===== config.mk =====
export PLATFORM = sky130hd
export DESIGN_NAME = flyback_gate_control
export DESIGN_NICKNAME = d
export VERILOG_FILES = /design/src/core/sync2.v /design/src/core/hold_timer.v /design/src/core/flyback_gate_control.v
export VERILOG_INCLUDE_DIRS = /design/src /design/src/core
export SDC_FILE = /design/constraint.sdc
export NUM_CORES = 1
export LEC_CHECK = 0
export ABC_AREA = 1
export BUFFER_PORTS_ARGS = -buffer_cell sky130_fd_sc_hd__buf_4
export CAP_MARGIN = 40
export CORE_MARGIN = 4
export CORE_UTILIZATION = 60
export DETAILED_ROUTE_END_ITERATION = 7
export PLACE_DENSITY = 0.77
export REMOVE_ABC_BUFFERS = 1
export SLEW_MARGIN = 20
export SYNTH_ARGS = -nofsm -noshare
export SYNTH_HDL_FRONTEND = slang
export SYNTH_SLANG_ARGS = --single-unit

===== constraint.sdc =====
create_clock -name core_clk -period 7.9 [get_ports core_clk]
set_input_delay 0.79 -clock core_clk [delete_from_list [all_inputs] [get_ports core_clk]]
set_output_delay 0.79 -clock core_clk [all_outputs]
set_load 0.02 [all_outputs]

===== src/core/gate_ctrl_regs.vh =====
`ifndef GATE_CTRL_REGS_VH
`define GATE_CTRL_REGS_VH

// ========================================
// Timing
`define CLK_PERIOD_PS 4000
`define BLANK_TIME_PS 300000
`define SS_TIME_US 2000
`define PROT_DELAY_US 56000
`define BLANK_CYCLES ((`BLANK_TIME_PS + `CLK_PERIOD_PS - 1) / `CLK_PERIOD_PS)
// Divide first: the product would overflow 32-bit arithmetic
`define SS_CYCLES (`SS_TIME_US * (1000000 / `CLK_PERIOD_PS))
`define PROT_CYCLES (`PROT_DELAY_US * (1000000 / `CLK_PERIOD_PS))
`define PERIOD_CYCLES 3846
`define DUTY_NUM 3
`define DUTY_DEN 4

// ========================================
// Run states
`define ST_OFF 2'h0
`define ST_RUN 2'h1
`define ST_LATCH 2'h2
`endif


===== src/core/sync2.v =====
`timescale 1ns/1ns
module sync2 #(
    parameter W = 1
) (
    input wire core_clk,
    input wire arst_n,
    input wire [W-1:0] d,
    output reg [W-1:0] q
);
    reg [W-1:0] meta_q;

    always @(posedge core_clk or negedge arst_n) begin
        if (!arst_n) begin
            meta_q <= {W{1'b0}};
            q <= {W{1'b0}};
        end else begin
            meta_q <= d;
            q <= meta_q;
        end
    end
endmodule


===== src/core/hold_timer.v =====
`timescale 1ns/1ns
// Counts cycles while cond holds; restarts when cond drops
module hold_timer #(
    parameter W = 26,
    parameter [W-1:0] LIMIT = 1
) (
    input wire core_clk,
    input wire arst_n,
    input wire clr,
    input wire cond,
    output reg expired_q
);
    reg [W-1:0] cnt_q;

    always @(posedge core_clk or negedge arst_n) begin
        if (!arst_n) begin
            cnt_q <= {W{1'b0}};
            expired_q <= 1'b0;
        end else if (clr || !cond) begin
            cnt_q <= {W{1'b0}};
            expired_q <= 1'b0;
        end else if (cnt_q >= LIMIT) begin
            expired_q <= 1'b1;
        end else begin
            cnt_q <= cnt_q + {{(W-1){1'b0}}, 1'b1};
        end
    end
endmodule


===== src/core/flyback_gate_control.v =====
`timescale 1ns/1ns
`include "gate_ctrl_regs.vh"
module flyback_gate_control #(
    parameter PW = 12,
    parameter [PW-1:0] PERIOD = `PERIOD_CYCLES,
    parameter SW = 20,
    parameter [SW-1:0] SS_LEN = `SS_CYCLES,
    parameter TW = 26,
    parameter [TW-1:0] PROT_LEN = `PROT_CYCLES
) (
    // Clock and reset
    input wire core_clk,
    input wire arst_n,
    // Supply comparators
    input wire supply_on,
    input wire supply_off,
    input wire supply_ov,
    // Loop comparators
    input wire cs_limit,
    input wire pwm_cmp,
    input wire fb_light_load,
    input wire fb_open_loop,
    input wire out_low,
    // Faults
    input wire over_temp,
    input wire frequency_set_pin_short,
    input wire frequency_set_pin_open,
    input wire cs_pin_open,
    input wire fb_pin_short,
    // Gate drive and status
    output reg gate_q,
    output reg running_q,
    output reg [SW-1:0] cs_ref_q,
    output reg overload_protect_q,
    output reg supply_overvoltage_protect_q,
    output reg over_temp_latch_q
);
    localparam integer MAX_ON_I = (PERIOD * `DUTY_NUM) / `DUTY_DEN;
    localparam integer BLANK_I = `BLANK_CYCLES;
    localparam [PW-1:0] MAX_ON = MAX_ON_I[PW-1:0];
    localparam [PW-1:0] BLANK = BLANK_I[PW-1:0];
    localparam [PW-1:0] ONE_P = 1;
    localparam [SW-1:0] ONE_S = 1;

    wire [12:0] raw = {supply_on, supply_off, supply_ov, cs_limit, pwm_cmp,
        fb_light_load, fb_open_loop, out_low, over_temp, frequency_set_pin_short,
        frequency_set_pin_open, cs_pin_open, fb_pin_short};
    wire [12:0] s;

    // ========================================
    // Input synchronisation
    sync2 #(
        .W(13)
    ) u_sync (
        .core_clk(core_clk),
        .arst_n(arst_n),
        .d(raw),
        .q(s)
    );

    wire on_s = s[12];
    wire off_s = s[11];
    wire ov_s = s[10];
    wire csl_s = s[9];
    wire pwm_s = s[8];
    wire light_s = s[7];
    wire open_s = s[6];
    wire low_s = s[5];
    wire ot_s = s[4];
    wire pin_fault = |s[3:0];

    reg [1:0] state_q;
    reg [1:0] state_d;
    reg on_prev_q;
    reg [PW-1:0] phase_q;
    reg [PW-1:0] on_cnt_q;
    reg cycle_done_q;
    reg [SW-1:0] ss_cnt_q;
    wire restart = on_s && !on_prev_q;
    wire open_exp;
    wire low_exp;

    // ========================================
    // Overload timers
    hold_timer #(
        .W(TW),
        .LIMIT(PROT_LEN)
    ) u_open_timer (
        .core_clk(core_clk),
        .arst_n(arst_n),
        .clr(state_q != `ST_RUN),
        .cond(open_s),
        .expired_q(open_exp)
    );

    hold_timer #(
        .W(TW),
        .LIMIT(PROT_LEN)
    ) u_low_timer (
        .core_clk(core_clk),
        .arst_n(arst_n),
        .clr(state_q != `ST_RUN),
        .cond(low_s),
        .expired_q(low_exp)
    );

    wire trip_ovp = ov_s;
    wire trip_otp = ot_s;
    wire trip_olp = open_exp || low_exp;

    // ========================================
    // Run state
    always @* begin
        state_d = state_q;
        case (state_q)
            `ST_OFF: begin
                if (restart && !off_s) begin
                    state_d = `ST_RUN;
                end
            end
            `ST_RUN: begin
                if (off_s) begin
                    state_d = `ST_OFF;
                end else if (trip_ovp || trip_otp || trip_olp) begin
                    state_d = `ST_LATCH;
                end
            end
            `ST_LATCH: begin
                // Leaves through lockout, or a fresh supply-on edge while the temperature latch is clear
                if (off_s) begin
                    state_d = `ST_OFF;
                end else if (restart && !over_temp_latch_q) begin
                    state_d = `ST_RUN;
                end
            end
            default: begin
                state_d = `ST_OFF;
            end
        endcase
    end

    always @(posedge core_clk or negedge arst_n) begin
        if (!arst_n) begin
            state_q <= `ST_OFF;
            on_prev_q <= 1'b0;
            overload_protect_q <= 1'b0;
            supply_overvoltage_protect_q <= 1'b0;
            over_temp_latch_q <= 1'b0;
            running_q <= 1'b0;
        end else begin
            state_q <= state_d;
            on_prev_q <= on_s;
            running_q <= (state_d == `ST_RUN);
            if (state_d == `ST_RUN || state_d == `ST_OFF) begin
                // Each restart re-evaluates every fault afresh
                overload_protect_q <= 1'b0;
                supply_overvoltage_protect_q <= 1'b0;
                over_temp_latch_q <= 1'b0;
            end else if (state_q == `ST_RUN) begin
                overload_protect_q <= trip_olp;
                supply_overvoltage_protect_q <= trip_ovp;
                over_temp_latch_q <= trip_otp;
            end
        end
    end

    // ========================================
    // Soft start ramp of the current reference
    always @(posedge core_clk or negedge arst_n) begin
        if (!arst_n) begin
            ss_cnt_q <= {SW{1'b0}};
            cs_ref_q <= {SW{1'b0}};
        end else if (state_q != `ST_RUN) begin
            ss_cnt_q <= {SW{1'b0}};
            cs_ref_q <= {SW{1'b0}};
        end else if (ss_cnt_q < SS_LEN) begin
            ss_cnt_q <= ss_cnt_q + ONE_S;
            cs_ref_q <= ss_cnt_q + ONE_S;
        end
    end

    wire ss_active = ss_cnt_q < SS_LEN;
    // Pulse ends when on-time reaches the ramped share of the max on-time
    // Products held at full width so any PW and SW pairing works
    wire [PW+SW-1:0] ss_lhs = on_cnt_q * SS_LEN;
    wire [PW+SW-1:0] ss_rhs = MAX_ON * ss_cnt_q;
    wire ss_limit = ss_active && (ss_lhs >= ss_rhs);

    // ========================================
    // Switching period and gate
    // Overload trip drops the gate in the same edge the latch is taken
    wire gate_allowed = (state_q == `ST_RUN) && !off_s && !trip_ovp && !trip_otp &&
        !trip_olp && !pin_fault && !light_s;
    wire blanked = on_cnt_q < BLANK;
    wire end_pulse = (on_cnt_q >= MAX_ON - ONE_P) ||
        (!blanked && (pwm_s || csl_s)) ||
        (!blanked && ss_limit);

    always @(posedge core_clk or negedge arst_n) begin
        if (!arst_n) begin
            phase_q <= {PW{1'b0}};
            on_cnt_q <= {PW{1'b0}};
            cycle_done_q <= 1'b0;
            gate_q <= 1'b0;
        end else begin
            if (phase_q >= PERIOD - ONE_P) begin
                phase_q <= {PW{1'b0}};
                on_cnt_q <= {PW{1'b0}};
                cycle_done_q <= 1'b0;
                gate_q <= gate_allowed;
            end else begin
                phase_q <= phase_q + ONE_P;
                if (gate_q) begin
                    on_cnt_q <= on_cnt_q + ONE_P;
                end
                if (!gate_allowed || (gate_q && end_pulse)) begin
                    gate_q <= 1'b0;
                    cycle_done_q <= 1'b1;
                end
            end
        end
    end
endmodule


==> After elaboration in Yosys (flattened, before gate mapping) <==
Index checks and enable logic that the tools add are counted.
{ "op_classes": {"n_addsub": 5, "mul": 2, "n_div": 0, "order_cmp": 7, "eq_ne": 6, "shift": 0, "muxes": 27, "n_bitwise": 0, "n_reduce_logical": 44} }
{ "ops": {"columns": ["operator", "n"], "rows": [
  ["26-bit 2-to-1 mux", 4],
  ["26-bit by 1-bit adder with 26-bit output (second input constant)", 2],
  ["26-bit by 24-bit greater-or-equal comparator with 1-bit output (second input constant)", 2],
  ["20-bit 2-to-1 mux", 2],
  ["12-bit 2-to-1 mux", 3],
  ["31-bit by 32-bit greater-or-equal comparator with 1-bit output", 1],
  ["10-bit by 20-bit multiplier with 30-bit output (first input constant)", 1],
  ["12-bit by 14-bit multiplier with 26-bit output (second input constant)", 1],
  ["12-bit by 1-bit adder with 12-bit output (second input constant)", 2],
  ["12-bit greater-or-equal comparator (second input constant)", 2],
  ["20-bit by 1-bit adder with 20-bit output (second input constant)", 1],
  ["20-bit by 19-bit < comparator with 1-bit output (second input constant)", 1],
  ["1-bit logical AND", 13],
  ["1-bit logical NOT", 12],
  ["12-bit by 7-bit < comparator with 1-bit output (second input constant)", 1],
  ["1-bit 2-to-1 mux", 12],
  ["2-bit nonzero test", 6],
  ["1-bit logical OR", 10],
  ["2-bit 2-to-1 mux", 5],
  ["2-bit by 1-bit inequality test with 1-bit output (second input constant)", 3],
  ["2-bit case mux with 3 select lines", 1],
  ["2-bit by 1-bit == test with 1-bit output (second input constant)", 2],
  ["2-bit logical NOT", 2],
  ["4-bit OR reduction", 1],
  ["2-bit == test (second input constant)", 1]
]} }
{ "totals": {"register_bits": 132, "latch_bits": 0, "ramBits": 0, "rom_bits": 0, "inputBits": 15, "output_inout_bits": 25, "wordCells": 107, "mem_count": 0} }

==> Depth between registers and ports, before layout <==
{ "depth": {"ltp_word": 11, "depth_mapped": 30, "mapped_depth_nobuf": 30} }

==> Modules after synthesis <==
From an unflattened synthesis, not the netlist that was laid out.
{ "hier_totals": {"hier_cells": 1759, "area_unflattened_um2": 14093.5} }
{ "modules_own_cells": {"columns": ["mod", "instances", "cells_each", "area_per_inst_um2", "seq_area_each_um2"], "rows": [
  ["flyback_gate_control", 1, 1221, 9634.2, 1301.2],
  ["hold_timer", 2, 256, 1904.3, 675.6],
  ["sync2", 1, 26, 650.6, 650.6]
]} }

==> Least setup slack after synthesis <==
No wires, ideal clock.
{ "synth_path": {"path_type": "register -> register", "from": "register on_cnt_q[3]", "to": "register gate_q", "setup_ns": 0.131, "t_arrival_ns": 4.862, "t_required_ns": 7.769, "setup_slack_ns": 2.907, "stages_incl_launch_ff": 25, "n_path_buf": 0, "synth_period_minus_slack_ns": 4.993, "path_cell_list": "dfrtp_1 -> fa_1 -> ha_1 -> fa_1 -> fa_1 -> inv_1 -> fa_1 -> inv_1 -> ha_1 -> nand2_1 -> o21a_1 -> nand2_1 -> a31oi_1 -> o21bai_1 -> xor2_1 -> ha_1 -> nand2_1 -> o21ai_0 -> nand2_1 -> a21oi_1 -> nor2_1 -> nand2_1 -> nand3_1 -> nand2_1 -> a21oi_1"} }
{ "synth_between": {"elab_chain_len": 8, "word_cells_on_any_way": 13, "cone_classes": "mul (1); order compare (3); reduce/logical (9)"} }
{ "synth_rtl": {"columns": ["item", "line", "text"], "rows": [
  ["from (decl)", "flyback_gate_control.v:76", "reg [PW-1:0] on_cnt_q;"],
  ["from (signal assigned)", "flyback_gate_control.v:202", "on_cnt_q <= {PW{1'b0}};"],
  ["from (signal assigned)", "flyback_gate_control.v:208", "on_cnt_q <= {PW{1'b0}};"],
  ["from (signal assigned)", "flyback_gate_control.v:214", "on_cnt_q <= on_cnt_q + ONE_P;"],
  ["12-bit by 14-bit multiplier with 26-bit output or 12-bit by 7-bit < comparator with 1-bit output (tied branches)", "flyback_gate_control.v:185, flyback_gate_control.v:194", null],
  ["31-bit by 32-bit greater-or-equal comparator with 1-bit output or 1-bit logical NOT (tied branches)", "flyback_gate_control.v:187, flyback_gate_control.v:196, flyback_gate_control.v:197", null],
  ["1-bit logical AND, on equally long branches", "flyback_gate_control.v:187, flyback_gate_control.v:196", null],
  ["1-bit logical AND or 1-bit logical OR (tied branches)", "flyback_gate_control.v:197, flyback_gate_control.v:195", null],
  ["1-bit logical OR *", "flyback_gate_control.v:196", "(!blanked && (pwm_s || csl_s)) ||"],
  ["1-bit logical AND *", "flyback_gate_control.v:216", "if (!gate_allowed || (gate_q && end_pulse)) begin"],
  ["1-bit logical OR *", "flyback_gate_control.v:216", null],
  ["2-bit nonzero test (no line) *", null, null],
  ["to (signal assigned)", "flyback_gate_control.v:210", "gate_q <= gate_allowed;"],
  ["to (decl)", "flyback_gate_control.v:31", "output reg gate_q,"]
]} }
Mark *: on every way between the ends. The rest lies on a longest branch, timed or not.
A chain may end at the register's enable or synchronous reset.

==> Worst setup path in the final report <==
Ends and elaborated chain as after synthesis.

==> impl_metrics.py <==
metrics = {
    "sta": {
        "fin_crit_ps": 5450,
        "skew_ps": 10.5,
        "worst_pin_slew_ps": 694,
        "rsz0062_at_grt": "no",
        "timing.final.crit_share": 0.690,
        "clock.fmax_mhz": 183,
        "slew_violations": 0,
        "fin_ws_ps": 2450,
        "fin_setup_tns_ps": 0,
        "slew_headroom": 0.537,
        "hold_viol": 0,
        "setup_viol": 0,
    },
    "detailed_routing": {
        "ant_nets": 0,
        "drt-initial-drc-count": 790,
        "vias": 11280,
        "post_drt_wl_per_cell_um": 14.6,
        "vias_per_cell": 5.50,
        "drt_first_pass_iters": 5,
        "routed_wl_um": 30000,
        "drt_drc_violations_left": 0,
    },
    "min_path": {
        "hp-class": "input pin to asynchronous set/reset pin",
    },
    "global_routing": {
        "grt_pass1_vias": 11308,
        "busiest_layer": "met2",
        "antenna_found_initial": 0,
        "grt_max_degree": 94,
        "grt_pass1_wl_um": 52500,
        "grt_overflow": 0,
        "use_met3": 0.0293,
        "use_met2": 0.408,
        "gr-usage-met1": 0.337,
        "grt_usage": 0.245,
    },
    "logic_synthesis": {
        "yosysWarningCount": 0,
        "netlist_area_um2": 13700,
        "ys_ff_latch": 132,
        "avgSynthCellArea_um2": 8.01,
        "synth_cell_types": 47,
        "syn-instance-count": 1711,
        "yosysSeqAreaShare": 0.241,
    },
    "worst_setup_path": {
        "cp_max_fo": 9,
        "critPathRequiredTime_ps": 8180,
        "cp-end-kind": "flop",
        "crit_slowest_cell": "fa_1",
        "cp.arrival_ps": 5740,
        "crit_chain": "fa_1 > ha_1 > fa_1 > fa_1 > inv_1 > fa_1 > inv_1 > ha_1 > nand2_1 > nor4_1 > o21ai_0 > nand3_1 > xor2_1 > inv_1 > ha_1 > nand3_1 > nor3_1 > nand2_1 > nand2_1 > nand3_1 > nand2_1 > a21oi_1",
        "crit_family": "adder cells",
        "path_class": "flop to flop",
        "path_buf_inv": 3,
        "cp-start-kind": "flop",
        "max_stage_delay_ps": 560,
    },
    "clocking": {
        "clockRootBuffer": "clkbuf_16",
        "ctsHoldBuffers": 0,
        "postCtsSetupRepairBufs": 0,
        "numCtsBuffers": 17,
        "cts-resized-gates": 0,
        "tritoncts": "built",
        "clkTransAtPathRegs_ps": 60,
        "clock-sinks": 132,
        "clkLatencyLatePin_ps": 430,
        "h-tree-depth": 4,
        "clock_path_buffers": 2,
    },
    "run": {
        "cap_violations": 0,
    },
    "final_layout": {
        "drive_gt1_frac": 0.0555,
        "final_area_um2": 14900,
        "nets": 2060,
        "syn2layout_area_growth_pct": 8.50,
        "finish.utilization": 0.658,
        "fillers": 1898,
        "antennaDiodeCount": 0,
    },
    "placed_design": {
        "dpl.hpwl_um": 24000,
        "pre_cts_ws_ps": 2440,
        "dpl_cell_area_um2": 14200,
        "io_buffers": 39,
        "gp_congestion": 0.934,
    },
    "floorplan": {
        "initial_core_util": 0.607,
        "row_count": 55,
        "die_h_um": 159,
        "die_x_um": 159,
        "core_area_um2": 22600,
        "num_io_pins": 40,
        "die_area_um2": 25300,
    },
    "power_and_ir_drop": {
        "ir_drop_uv": 151,
        "power.density_nw_per_um2": 104,
        "leakagePower_nw": 8.04,
    },
    "status": {
        "outcome": "finished clean",
    },
}
-- metal layers --
metal	wire length, µm	part of all wire
met5	0	0
met3	1350	0.045
met4	644	0.021
met1	13700	0.45
met2	14400	0.48
-- area by class of cell --
cell class	count	area, µm²	share of cell area
clock buffer	19	433	0.0291
clock inverter	13	159	0.0107
inverter	319	1200	0.0806
multi-input combinational	1242	9070	0.611
sequential	132	3300	0.222
tap	285	357	0.0240
timing repair buffer	42	339	0.0228
-- worst paths after layout --
path / startpoint / endpoint / slack (ps) / cells past startpoint
worst max register to register: on_cnt_q[3]$_DFFE_PN0P_ / gate_q$_DFFE_PN0P_ / 2450 / 22
max in group asynchronous: arst_n / ss_cnt_q[1]$_DFFE_PN0P_ / 6550 / 3
worst min-delay path: arst_n / phase_q[2]$_DFF_PN0_ / 190 / 1
min in group core_clk: u_sync.meta_q[1]$_DFF_PN0_ / u_sync.q[1]$_DFF_PN0_ / 340 / 0
worst min register to register: u_sync.meta_q[1]$_DFF_PN0_ / u_sync.q[1]$_DFF_PN0_ / 340 / 0
worst max-delay path: on_cnt_q[3]$_DFFE_PN0P_ / gate_q$_DFFE_PN0P_ / 2450 / 22
-- Yosys cell counts (all sizes together) --
master   instances  area (µm²)
o221ai           1        8.76
nand2          290        1120
and2             4        25.0
o31ai            6        45.0
nor4            23         156
o211a            1        10.0
nand4           37         231
a21o            14         105
xor2            79         692
or2              1        6.26
xnor2           22         193
o21bai           5        37.5
nor3b            1        7.51
o311ai           1        8.76
o21ai           95         517
nand3           80         400
o21a             2        15.0
inv            316        1190
a21boi           1        7.51
nand3b           2        15.0
ha             217        2720
and3             1        6.26
a21oi           78         390
nor2           149         562
o2111ai          1        8.76
clkbuf           7        28.8
dfrtp          132        3300
clkinv           3        11.3
buf             11        93.8
fa              74        1480
a211oi           2        15.0
a31oi            6        37.5
nor3            46         235
o211ai           2        15.0
a22oi            1        7.51
-- placed cells by master (no fill, tap or decap), types with 11 or more instances in the layout --
master	Yosys	layout
inv_1	314	314
o21ai_1	17	17
nand2_1	282	282
dfrtp_1	132	132
ha_1	217	217
xnor2_1	22	22
nor2_1	148	148
nand4_1	37	37
buf_4	1	40
a21o_1	14	14
fa_1	74	74
nor4_1	21	21
o21ai_2	11	11
nand3_1	80	80
xor2_1	79	79
a21oi_1	78	78
nor3_1	45	45
clkbuf_16	0	17
o21ai_0	67	67
-- flip-flops by register name (all words and copies together) (netlist names), 2 cells and up --
signal              count
on_cnt_q               12
u_open_timer.cnt_q     26
state_q                 2
u_low_timer.cnt_q      26
u_sync.q               13
u_sync.meta_q          13
ss_cnt_q               20
phase_q                12
-- cells by family (layout without fill, tap and decap cells) --
logic type / Yosys count / count (layout) / synth area share
DFF: 132 / 132 / 0.241
buffers and inverters: 337 / 393 / 0.0964
adders and majority gates: 291 / 291 / 0.306
AOI/OAI and AO/OA: 216 / 216 / 0.0897
xor gates and xnor gates: 101 / 101 / 0.0646
and+or+nand+nor: 634 / 634 / 0.202
-- report_power, final --
group	total (mW)	internal, mW	leakage, nW	switching [mW]
Sequential	0.689	0.685	1.77	0.00436
Combinational	0.0484	0.0152	5.99	0.0331
Clock	0.804	0.495	0.283	0.309
-- metrics by stage --
step | hold WS (ps) | instances | power, mW
after global routing | 193 | 2052 | 1.59
after global placement | 332 | 2019 | 0.748
after detailed placement | 335 | 2019 | 0.749
after CTS | 344 | 2051 | 1.55
after floorplan | 331 | 1693 | 0.720
final | 190 | 2052 | 1.54
(Power assumes the default switching activity.)
